### src/shared/psh_pkg.sv
`default_nettype none
package psh_pkg;
    // ----------------------------------------------------------------
    // register offsets (byte addresses)
    // ----------------------------------------------------------------
    localparam logic [11:0] OFF_CMD_STATUS = 12'h004;
    localparam logic [11:0] OFF_IRQ_STATUS = 12'h040;
    localparam logic [11:0] OFF_IRQ_ENABLE = 12'h044;
    localparam logic [11:0] OFF_IRQ_CLEAR = 12'h048;

    // ----------------------------------------------------------------
    // command/status field positions
    // ----------------------------------------------------------------
    localparam int BIT_RX_CA = 28;
    localparam int BIT_TX_CA = 27;
    localparam int BIT_SEL_LO = 25;
    localparam int BIT_SEL_HI = 26;
    localparam int BIT_MDP = 24;
    localparam int BIT_FB2B = 23;
    localparam int BIT_RSV22 = 22;
    localparam int BIT_SPD66 = 21;
    localparam int BIT_CAPL = 20;
    localparam int BIT_INTST = 19;
    localparam int BIT_RSV_HI = 18;
    localparam int BIT_RSV_LO = 11;
    localparam int BIT_PRE = 6;

    // ----------------------------------------------------------------
    // reset and fixed values
    // ----------------------------------------------------------------
    localparam logic RST_FLAG = 1'h0;
    localparam logic RST_PRE = 1'h0;
    localparam logic [2:0] RST_IRQ = 3'h0;
    localparam logic [1:0] VAL_SEL = 2'h0;
    localparam logic VAL_FB2B = 1'h0;
    localparam logic VAL_SPD66 = 1'h0;
    localparam logic VAL_CAPL = 1'h1;
    localparam logic VAL_INTST = 1'h0;
    localparam logic VAL_RSV = 1'h0;

    // ----------------------------------------------------------------
    // interrupt bit positions
    // ----------------------------------------------------------------
    localparam int IRQ_RX_CA = 0;
    localparam int IRQ_TX_CA = 1;
    localparam int IRQ_MDP = 2;

    typedef struct packed {
        logic rx_cpl_abort;
        logic tx_cpl_abort;
        logic rx_poisoned_cpl;
        logic tx_poisoned_wr;
    } psh_event_type;

    typedef struct packed {
        logic rx_completer_abort_flag;
        logic tx_completer_abort_flag;
        logic master_data_parity_flag;
        logic parity_response_enable;
        logic [2:0] irq_status;
        logic [2:0] irq_enable;
        logic [31:0] rdata;
    } psh_state_type;
endpackage
`default_nettype wire

### src/rtl/psh_status_bits.sv
// Function
// - received completer abort sets rx abort flag; w1c, resets to 0.
// - sent completer abort sets tx abort flag; w1c, resets to 0.
// - select timing, fast back-to-back and 66 MHz capable bits read zero.
// - parity flag sets only when enabled, on poisoned completion or write.
// - with parity response disabled the parity flag never sets; w1c, reset 0.
// - the capabilities-list bit is read-only and reads one.
// - the interrupt-status bit is read-only and reads zero.
// - reserved bit 22 and bits 18 to 11 are read-only and read zero.
// - parity response enable at bit 6 is read-write, reset 0, gates parity.
//
// The plain strobed port and the register addresses were left to the implementer.
`timescale 1ns/1ns
`default_nettype none
module psh_status_bits #(
    parameter int ADDR_W = 12
) (
    input wire logic I_CLK_SYS,
    input wire logic I_RESET_N,
    input wire logic [ADDR_W-1:0] I_ADDR,
    input wire logic [31:0] I_WDATA,
    input wire logic I_WR,
    input wire logic I_RD,
    input wire logic I_RX_CPL_ABORT,
    input wire logic I_TX_CPL_ABORT,
    input wire logic I_RX_POISONED_CPL,
    input wire logic I_TX_POISONED_WR,
    output logic [31:0] O_RDATA,
    output logic O_PARITY_RESPONSE_ENABLE,
    output logic O_IRQ
);
    // ----------------------------------------------------------------
    // parameter check
    // ----------------------------------------------------------------
    if (ADDR_W < 7 || ADDR_W > 12) begin : g_chk
        $error("ADDR_W must lie in 7..12");
    end

    // ----------------------------------------------------------------
    // helpers
    // ----------------------------------------------------------------
    function automatic logic hit(
        input logic [ADDR_W-1:0] addr,
        input logic [11:0] off
    );
        return addr == off[ADDR_W-1:0];
    endfunction

    // set wins over clear
    function automatic logic w1c(
        input logic cur,
        input logic set,
        input logic clr
    );
        return (cur & ~clr) | set;
    endfunction

    psh_pkg::psh_event_type evt;
    psh_pkg::psh_state_type st;
    psh_pkg::psh_state_type next_st;
    logic wr_csr;
    logic rd_csr;
    logic mdp_set;
    logic [2:0] irq_set;
    logic [31:0] csr_view;

    assign evt = '{
        rx_cpl_abort: I_RX_CPL_ABORT,
        tx_cpl_abort: I_TX_CPL_ABORT,
        rx_poisoned_cpl: I_RX_POISONED_CPL,
        tx_poisoned_wr: I_TX_POISONED_WR
    };

    assign wr_csr = I_WR && hit(I_ADDR, psh_pkg::OFF_CMD_STATUS);
    assign rd_csr = I_RD && hit(I_ADDR, psh_pkg::OFF_CMD_STATUS);

    // ----------------------------------------------------------------
    // register image
    // ----------------------------------------------------------------
    always_comb begin
        csr_view = 32'h0;
        csr_view[psh_pkg::BIT_RX_CA] = st.rx_completer_abort_flag;
        csr_view[psh_pkg::BIT_TX_CA] = st.tx_completer_abort_flag;
        csr_view[psh_pkg::BIT_SEL_HI:psh_pkg::BIT_SEL_LO] =
            psh_pkg::VAL_SEL;
        csr_view[psh_pkg::BIT_MDP] = st.master_data_parity_flag;
        csr_view[psh_pkg::BIT_FB2B] = psh_pkg::VAL_FB2B;
        csr_view[psh_pkg::BIT_RSV22] = psh_pkg::VAL_RSV;
        csr_view[psh_pkg::BIT_SPD66] = psh_pkg::VAL_SPD66;
        csr_view[psh_pkg::BIT_CAPL] = psh_pkg::VAL_CAPL;
        csr_view[psh_pkg::BIT_INTST] = psh_pkg::VAL_INTST;
        csr_view[psh_pkg::BIT_RSV_HI:psh_pkg::BIT_RSV_LO] =
            {8{psh_pkg::VAL_RSV}};
        csr_view[psh_pkg::BIT_PRE] = st.parity_response_enable;
    end

    // ----------------------------------------------------------------
    // next state
    // ----------------------------------------------------------------
    always_comb begin
        next_st = st;
        // gated by the enable as it stands this cycle
        mdp_set = st.parity_response_enable
            && (evt.rx_poisoned_cpl || evt.tx_poisoned_wr);
        next_st.rx_completer_abort_flag = w1c(
            st.rx_completer_abort_flag,
            evt.rx_cpl_abort,
            wr_csr && I_WDATA[psh_pkg::BIT_RX_CA]);
        next_st.tx_completer_abort_flag = w1c(
            st.tx_completer_abort_flag,
            evt.tx_cpl_abort,
            wr_csr && I_WDATA[psh_pkg::BIT_TX_CA]);
        next_st.master_data_parity_flag = w1c(
            st.master_data_parity_flag,
            mdp_set,
            wr_csr && I_WDATA[psh_pkg::BIT_MDP]);
        if (wr_csr) begin
            next_st.parity_response_enable =
                I_WDATA[psh_pkg::BIT_PRE];
        end
        // interrupt status follows the same events
        irq_set = 3'h0;
        irq_set[psh_pkg::IRQ_RX_CA] = evt.rx_cpl_abort;
        irq_set[psh_pkg::IRQ_TX_CA] = evt.tx_cpl_abort;
        irq_set[psh_pkg::IRQ_MDP] = mdp_set;
        for (int i = 0; i < 3; i++) begin
            next_st.irq_status[i] = w1c(
                st.irq_status[i],
                irq_set[i],
                I_WR && hit(I_ADDR, psh_pkg::OFF_IRQ_CLEAR)
                    && I_WDATA[i]);
        end
        if (I_WR && hit(I_ADDR, psh_pkg::OFF_IRQ_ENABLE)) begin
            next_st.irq_enable = I_WDATA[2:0];
        end
        // read data stands one cycle, zero otherwise
        next_st.rdata = 32'h0;
        if (I_RD) begin
            if (rd_csr) begin
                next_st.rdata = csr_view;
            end else if (hit(I_ADDR, psh_pkg::OFF_IRQ_STATUS)) begin
                next_st.rdata = {29'h0, st.irq_status};
            end else if (hit(I_ADDR, psh_pkg::OFF_IRQ_ENABLE)) begin
                next_st.rdata = {29'h0, st.irq_enable};
            end
        end
    end

    // ----------------------------------------------------------------
    // state register
    // ----------------------------------------------------------------
    always_ff @(posedge I_CLK_SYS or negedge I_RESET_N) begin
        if (!I_RESET_N) begin
            st.rx_completer_abort_flag <= psh_pkg::RST_FLAG;
            st.tx_completer_abort_flag <= psh_pkg::RST_FLAG;
            st.master_data_parity_flag <= psh_pkg::RST_FLAG;
            st.parity_response_enable <= psh_pkg::RST_PRE;
            st.irq_status <= psh_pkg::RST_IRQ;
            st.irq_enable <= psh_pkg::RST_IRQ;
            st.rdata <= 32'h0;
        end else begin
            st <= next_st;
        end
    end

    assign O_RDATA = st.rdata;
    assign O_PARITY_RESPONSE_ENABLE = st.parity_response_enable;
    assign O_IRQ = |(st.irq_status & st.irq_enable);

    // ----------------------------------------------------------------
    // checks
    // ----------------------------------------------------------------
    property p_rx_set;
        @(posedge I_CLK_SYS) disable iff (!I_RESET_N)
        I_RX_CPL_ABORT |=> st.rx_completer_abort_flag;
    endproperty
    a_rx_set: assert property (p_rx_set)
        else $error("rx abort flag not set");

    property p_tx_set;
        @(posedge I_CLK_SYS) disable iff (!I_RESET_N)
        I_TX_CPL_ABORT ##1 !I_WR [*2]
            |-> st.tx_completer_abort_flag;
    endproperty
    a_tx_set: assert property (p_tx_set)
        else $error("tx abort flag not held");

    property p_fixed_zero;
        @(posedge I_CLK_SYS) disable iff (!I_RESET_N)
        rd_csr |=> O_RDATA[psh_pkg::BIT_SEL_HI:psh_pkg::BIT_SEL_LO] == 2'h0
            && !O_RDATA[psh_pkg::BIT_FB2B]
            && !O_RDATA[psh_pkg::BIT_SPD66];
    endproperty
    a_fixed_zero: assert property (p_fixed_zero)
        else $error("select timing or capable bits not zero");

    property p_mdp_set;
        @(posedge I_CLK_SYS) disable iff (!I_RESET_N)
        O_PARITY_RESPONSE_ENABLE
            && (I_RX_POISONED_CPL || I_TX_POISONED_WR)
            |=> st.master_data_parity_flag && st.irq_status[2];
    endproperty
    a_mdp_set: assert property (p_mdp_set)
        else $error("parity flag not set on poisoned traffic");

    property p_mdp_block;
        @(posedge I_CLK_SYS) disable iff (!I_RESET_N)
        !O_PARITY_RESPONSE_ENABLE && !st.master_data_parity_flag
            |=> !st.master_data_parity_flag;
    endproperty
    a_mdp_block: assert property (p_mdp_block)
        else $error("parity flag set while disabled");

    property p_cap;
        @(posedge I_CLK_SYS) disable iff (!I_RESET_N)
        rd_csr |=> O_RDATA[psh_pkg::BIT_CAPL];
    endproperty
    a_cap: assert property (p_cap)
        else $error("capabilities bit not one");

    property p_intst;
        @(posedge I_CLK_SYS) disable iff (!I_RESET_N)
        rd_csr |=> !O_RDATA[psh_pkg::BIT_INTST];
    endproperty
    a_intst: assert property (p_intst)
        else $error("interrupt status bit not zero");

    property p_rsv;
        @(posedge I_CLK_SYS) disable iff (!I_RESET_N)
        rd_csr |=> !O_RDATA[psh_pkg::BIT_RSV22]
            && O_RDATA[psh_pkg::BIT_RSV_HI:psh_pkg::BIT_RSV_LO] == 8'h0;
    endproperty
    a_rsv: assert property (p_rsv)
        else $error("reserved bits not zero");

    property p_pre;
        @(posedge I_CLK_SYS) disable iff (!I_RESET_N)
        wr_csr |=> O_PARITY_RESPONSE_ENABLE
            == $past(I_WDATA[psh_pkg::BIT_PRE]);
    endproperty
    a_pre: assert property (p_pre)
        else $error("parity response enable not written");

    property p_w0;
        @(posedge I_CLK_SYS) disable iff (!I_RESET_N)
        wr_csr && !I_WDATA[psh_pkg::BIT_RX_CA]
            && st.rx_completer_abort_flag
            |=> st.rx_completer_abort_flag;
    endproperty
    a_w0: assert property (p_w0)
        else $error("write of zero cleared a flag");

    property p_irq;
        @(posedge I_CLK_SYS) disable iff (!I_RESET_N)
        I_RX_CPL_ABORT && st.irq_enable[0] && !I_WR |=> O_IRQ;
    endproperty
    a_irq: assert property (p_irq)
        else $error("interrupt not raised");

    // ----------------------------------------------------------------
    // clear, hold and read-back checks
    // ----------------------------------------------------------------
    property p_rx_clr;
        @(posedge I_CLK_SYS) disable iff (!I_RESET_N)
        wr_csr && I_WDATA[psh_pkg::BIT_RX_CA] && !I_RX_CPL_ABORT
            |=> !st.rx_completer_abort_flag;
    endproperty
    a_rx_clr: assert property (p_rx_clr)
        else $error("rx abort flag not cleared");

    property p_tx_clr;
        @(posedge I_CLK_SYS) disable iff (!I_RESET_N)
        wr_csr && I_WDATA[psh_pkg::BIT_TX_CA] && !I_TX_CPL_ABORT
            |=> !st.tx_completer_abort_flag;
    endproperty
    a_tx_clr: assert property (p_tx_clr)
        else $error("tx abort flag not cleared");

    property p_tx_w0;
        @(posedge I_CLK_SYS) disable iff (!I_RESET_N)
        wr_csr && !I_WDATA[psh_pkg::BIT_TX_CA]
            && st.tx_completer_abort_flag
            |=> st.tx_completer_abort_flag;
    endproperty
    a_tx_w0: assert property (p_tx_w0)
        else $error("write of zero cleared tx abort flag");

    property p_mdp_clr;
        @(posedge I_CLK_SYS) disable iff (!I_RESET_N)
        wr_csr && I_WDATA[psh_pkg::BIT_MDP]
            && !I_RX_POISONED_CPL && !I_TX_POISONED_WR
            |=> !st.master_data_parity_flag;
    endproperty
    a_mdp_clr: assert property (p_mdp_clr)
        else $error("parity flag not cleared");

    property p_mdp_w0;
        @(posedge I_CLK_SYS) disable iff (!I_RESET_N)
        wr_csr && !I_WDATA[psh_pkg::BIT_MDP]
            && st.master_data_parity_flag
            |=> st.master_data_parity_flag;
    endproperty
    a_mdp_w0: assert property (p_mdp_w0)
        else $error("write of zero cleared parity flag");

    property p_mdp_only;
        @(posedge I_CLK_SYS) disable iff (!I_RESET_N)
        !st.master_data_parity_flag
            && !I_RX_POISONED_CPL && !I_TX_POISONED_WR
            |=> !st.master_data_parity_flag;
    endproperty
    a_mdp_only: assert property (p_mdp_only)
        else $error("parity flag set without poisoned traffic");

    property p_pre_hold;
        @(posedge I_CLK_SYS) disable iff (!I_RESET_N)
        !wr_csr |=> $stable(O_PARITY_RESPONSE_ENABLE);
    endproperty
    a_pre_hold: assert property (p_pre_hold)
        else $error("parity response enable changed unwritten");

    property p_rd_idle;
        @(posedge I_CLK_SYS) disable iff (!I_RESET_N)
        !I_RD |=> O_RDATA == 32'h0;
    endproperty
    a_rd_idle: assert property (p_rd_idle)
        else $error("read data not zero outside a read");

    property p_rd_flags;
        @(posedge I_CLK_SYS) disable iff (!I_RESET_N)
        rd_csr |=> O_RDATA[psh_pkg::BIT_RX_CA]
            == $past(st.rx_completer_abort_flag)
            && O_RDATA[psh_pkg::BIT_TX_CA] == $past(st.tx_completer_abort_flag);
    endproperty
    a_rd_flags: assert property (p_rd_flags)
        else $error("abort flags read back wrong");

    property p_irq_clr;
        @(posedge I_CLK_SYS) disable iff (!I_RESET_N)
        I_WR && hit(I_ADDR, psh_pkg::OFF_IRQ_CLEAR)
            && I_WDATA[psh_pkg::IRQ_RX_CA] && !I_RX_CPL_ABORT
            |=> !st.irq_status[psh_pkg::IRQ_RX_CA];
    endproperty
    a_irq_clr: assert property (p_irq_clr)
        else $error("interrupt status not cleared");

    property p_irq_en;
        @(posedge I_CLK_SYS) disable iff (!I_RESET_N)
        I_WR && hit(I_ADDR, psh_pkg::OFF_IRQ_ENABLE)
            |=> st.irq_enable == $past(I_WDATA[2:0]);
    endproperty
    a_irq_en: assert property (p_irq_en)
        else $error("interrupt enable not written");
endmodule // psh_status_bits
`default_nettype wire

### config.mk
export PLATFORM = sky130hd
export DESIGN_NAME = psh_status_bits
export DESIGN_NICKNAME = d
export VERILOG_FILES = /design/src/shared/psh_pkg.sv /design/src/rtl/psh_status_bits.sv
export SDC_FILE = /design/constraint.sdc
export NUM_CORES = 1
export LEC_CHECK = 0
export ABC_AREA = 1
export BUFFER_PORTS_ARGS = -buffer_cell sky130_fd_sc_hd__buf_4
export CAP_MARGIN = 15
export CORE_MARGIN = 2
export CORE_UTILIZATION = 39
export DETAILED_ROUTE_END_ITERATION = 7
export GPL_TIMING_DRIVEN = 0
export PLACE_DENSITY_LB_ADDON = 0.2
export SLEW_MARGIN = 15
export SYNTH_ARGS = -nofsm -noshare
export SYNTH_HDL_FRONTEND = slang
export SYNTH_SLANG_ARGS = --single-unit
### constraint.sdc
create_clock -name I_CLK_SYS -period 0.88 [get_ports I_CLK_SYS]
set_input_delay 0.132 -clock I_CLK_SYS [delete_from_list [all_inputs] [get_ports I_CLK_SYS]]
set_output_delay 0.132 -clock I_CLK_SYS [all_outputs]
set_load 0.01 [all_outputs]
# Word level (Yosys, flattened, before mapping)
# Index checks and enable logic that the tools add are counted.
[totals]
reg_bits = 42
in_bits = 52
out_inout_bits = 34
wordCells = 47
[op_classes]
n_eq_ne = 4
mux = 4
bitwise_logic = 19
reduce_logical = 13
[ops]
columns = ["op", "count"]
rows = [
  ["two-way mux 29 bit", 2],
  ["== test 12 x 7 -> 1 bit, second input constant", 3],
  ["== test 12 x 3 -> 1 bit, second input constant", 1],
  ["logical AND 1 bit", 11],
  ["bitwise AND 1 bit", 6],
  ["two-way mux 3 bit", 2],
  ["NOT 1 bit", 6],
  ["bitwise OR 1 bit", 6],
  ["bitwise AND 3 bit", 1],
  ["OR reduction 3 bit", 1],
  ["logical OR 1 bit", 1],
]

# Depth between registers and ports, before layout
[depth]
depth_word = 6
mapped_depth = 9
ltp_nobuf = 8

# Worst setup path after synthesis
# OpenSTA, ideal clock, no wires.
[synth_path]
kind = "input to register"
startpoint = "in I_ADDR[2]"
endpoint = "reg st[32] (netlist name)"
setup_ps = 116
arrival_time_ps = 765
required_time_ps = 764
slack_ps = -2
cell_stages = 8
n_path_buf = 1
path_cell_list = "inv_1 > nor2_1 > and2_1 > buf_4 > nand3_1 > inv_1 > nand2_1 > nand2_1"
[synth_via]
elab_chain_cells = 2
[synth_lines]
columns = ["element", "line", "source"]
rows = [
  ["from (decl)", "psh_status_bits.sv:20", "input wire logic [ADDR_W-1:0] I_ADDR,"],
  ["== test 12 x 7 -> 1 bit", "psh_status_bits.sv:46", "return addr == off[ADDR_W-1:0];"],
  ["logical AND 1 bit", "psh_status_bits.sv:133", "if (I_WR && hit(I_ADDR, psh_pkg::OFF_IRQ_ENABLE)) begin"],
  ["to (signal assigned)", "psh_status_bits.sv:162", "st <= next_st;"],
  ["to (decl)", "psh_status_bits.sv:59", "psh_pkg::psh_state_type st;"],
]
# No other way between the ends.
# A chain may end at the register's enable or synchronous reset.

# Worst setup path in the final report
[layout_path]
startpoint = "reg st[34] (netlist name)"
endpoint = "out O_IRQ"
[layout_via]
elab_chain_cells = 2
[layout_lines]
columns = ["element", "line", "source"]
rows = [
  ["bitwise AND 3 bit", "psh_status_bits.sv:168", "assign O_IRQ = |(st.irq_status & st.irq_enable);"],
  ["OR reduction 3 bit", "psh_status_bits.sv:168", ""],
  ["to (decl)", "psh_status_bits.sv:30", "output logic O_IRQ"],
]
# No other way between the ends.

==> results_dict.tcl <==
set metrics [dict create \
    status "finished with violations" \
    violations "negative setup slack" \
    drv_cap 0 \
    coreArea_sq_mm 0.00271 \
    clock-root-buffer "clkbuf_4" \
    fin_ws_ns -0.261 \
    synth_fa_ha_area_frac 0 \
    start_kind "register" \
    synth-seq-cells 18 \
    insertion_delay_ns 0.30 \
    cp.arrival_ns 1.01 \
    antenna_found_initial 0 \
    dp.cells 233 \
    ir_drop_mv 0.670 \
    critPathMaxFanout 2 \
    synth-xor-area-share 0 \
    ys_warn_count 0 \
    grt_pass1_vias 955 \
    overflow 0 \
    clk_path_buf_depth 2 \
    post_layout_nonfiller_instances 239 \
    final_max_slew_viol_count 0 \
    whs_path_depth 3 \
    route.detailed.drc 0 \
    critical_path.slowest_cell "dfrtp_1" \
    cts_inserted_buffers 3 \
    rrSetupSlack_ns -0.01 \
    ys_seq_area_frac 0.410 \
    vias_per_cell 4.17 \
    max_freq_mhz 876 \
    hold_end "csr_view[27]$_DFF_PN0_" \
    die_w_um 57.0 \
    area_growth_pct 48.5 \
    start_util 0.405 \
    crit_type "reg2out" \
    synth_compound_area_frac 0.0194 \
    finalClockSkew_ns 0.00624 \
    grt_use_total 0.149 \
    detailed_place_hpwl_um 1780 \
    slowest_delay_ns 0.41 \
    layout.nets 261 \
    rsz0062_at_grt "yes" \
    die-area_sq_mm 0.00325 \
    synthesis.instances 143 \
    drtAntennaViolNets 0 \
    clk_pin_slew_ns 0.11 \
    antenna_cells 0 \
    crit_required_ns 0.75 \
    gp_congestion 0.852 \
    cts.sinks 18 \
    grt_max_degree 19 \
    first_pass_iters 4 \
    synth.distinct_cells 14 \
    synthSimpleGateAreaFrac 0.286 \
    holdCritPathClass "in2reg" \
    wl_per_cell_um 10.0 \
    rows 19 \
    dr.first_iter.drc_count 26 \
    fp.dieH_um 57.0 \
    r2r-start "st[37]$_DFF_PN0_" \
    grt_pass1_wl_um 3840 \
    leakage_nw 0.967 \
    port-buffer-count 36 \
    finalCritPeriodShare 1.30 \
    worstHoldStart "I_TX_CPL_ABORT" \
    r2r-end "O_RDATA[2]$_DFF_PN0_" \
    synth_top_family_by_area "simple AND/OR/NAND/NOR gates" \
    synth.avg_cell_area_sq_um 7.67 \
    reg2reg_depth 4 \
    syn_area_sq_mm 0.00110 \
    finalHoldWorstSlack_ns 0.0203 \
    cts_tree "yes" \
    setup_viol 12 \
    tns_ns -0.808 \
    power_density_mw_per_mm2 1010 \
    final-hold-violation-count 0 \
    routed_wl_um 2400 \
    ios 86 \
    critical_path.cell_chain "nand2_1 -> nand3_2 -> buf_6" \
    synth_mux_area_frac 0 \
    vias 996 \
    cts_max_level 1 \
    end_kind "primary output" \
    drive_above_1_share 0.423 \
    min_period_ns 1.14 \
]
==> Yosys cell counts <==
| cell type | instances | area (sq um) |
|---|---|---|
| dfrtp_1 | 18 | 450 |
| nor2_2 | 2 | 12.5 |
| nor2_1 | 17 | 63.8 |
| buf_4 | 34 | 255 |
| inv_1 | 14 | 52.6 |
| conb_1 | 1 | 3.75 |
| nand4_1 | 3 | 18.8 |
| nand3b_1 | 3 | 22.5 |
| nand2_1 | 37 | 139 |
| nand2_2 | 1 | 6.26 |
| nand3_1 | 9 | 45.0 |
| a21boi_2 | 1 | 11.3 |
| and2_1 | 1 | 6.26 |
| o21ai_0 | 2 | 10.0 |
==> how the worst max path moves through the flow <==
stage               slack (ns)                    end                from
finish                   -0.26                  O_IRQ  st[34]$_DFFE_PN0P_
global route             -0.30                  O_IRQ  st[34]$_DFFE_PN0P_
CTS                      -0.27                  O_IRQ  st[34]$_DFFE_PN0P_
detailed placement       -0.29   O_RDATA[6]$_DFF_PN0_           I_ADDR[5]
global placement         -0.23  O_RDATA[28]$_DFF_PN0_          I_ADDR[11]
floorplan               -0.002     st[32]$_DFFE_PN0P_           I_ADDR[2]
==> logic make-up after synthesis <==
family / count (synthesis)
AO/OA/AOI/OAI: 3
buffers and inverters: 48
flip-flops: 18
other: 1
AND/OR/NAND/NOR: 73
==> registers in the layout (all words and copies together), names as in the netlist <==
signal / flops
O_PARITY_RESPONSE_ENABLE: 1
csr_view: 3
st: 6
O_RDATA: 8
==> repair_timing <==
| action | CTS | global route |
|---|---|---|
| pin swaps | 5 | 5 |
| buffers inserted | 6 | 3 |
| hold endpoints to repair | 18 | 0 |
| endpoints found under the setup margin | 10 | 24 |
| hold buffers | 1 | 0 |
| resized for setup | 12 | 12 |
==> placed cells by master (no fill, tap or decap), types with 3 or more instances in the layout <==
cell	synthesis	routed
nand4_1	3	3
nand2_1	37	35
clkbuf_4	0	3
nand2_2	1	3
dfrtp_1	18	18
buf_4	34	58
conb_1	1	24
inv_1	14	14
nand3b_1	3	3
nor2_1	17	13
nand3_1	9	7
buf_6	0	13
nor2_2	2	5
==> final cells by class <==
cell class	count	area [sq um]
fill	259	1080
multi-input combinational	100	459
sequential	18	450
timing repair buffer	46	393
buffer	26	199
inverter	14	52.6
tap	31	38.8
clock buffer	4	36.3
==> report_power, final <==
part           switching, mW  leakage (nW)  internal, mW  total (mW)
registers           0.000843         0.215         0.828       0.829
logic                  0.134         0.731         0.165       0.299
clock network          0.265        0.0210         0.252       0.518
==> routing by layer <==
metal | track usage | part of all wire | up-vias
met2 | 0.274 | 0.54 | 40
met5 | 0 | 0 | -
met1 | 0.169 | 0.39 | 443
met3 | 0.0159 | 0.057 | 4
li1 | - | - | 509
met4 | 0.0764 | 0.012 | 0
==> stage by stage <==
stage / util / instance area [sq um] / setup slack [ns] / total power [mW]
3_3_place_gp: 0.551 / 1490 / -0.234 / 1.12
6_report: 0.601 / 1630 / -0.261 / 1.64
4_1_cts: 0.579 / 1570 / -0.265 / 1.64
3_5_place_dp: 0.551 / 1490 / -0.292 / 1.12
2_1_floorplan: - / 1180 / -0.00167 / 1.00
5_1_grt: 0.601 / 1630 / -0.302 / 1.71
==> critical path: cells and delay by family, from the launching register on <==
| family | cells | cell delay (ns) |
|---|---|---|
| flip-flops | 1 | 0.41 |
| AND/OR/NAND/NOR | 2 | 0.18 |
| buffers and inverters | 1 | 0.13 |
Power figures use the tool's default switching activity.
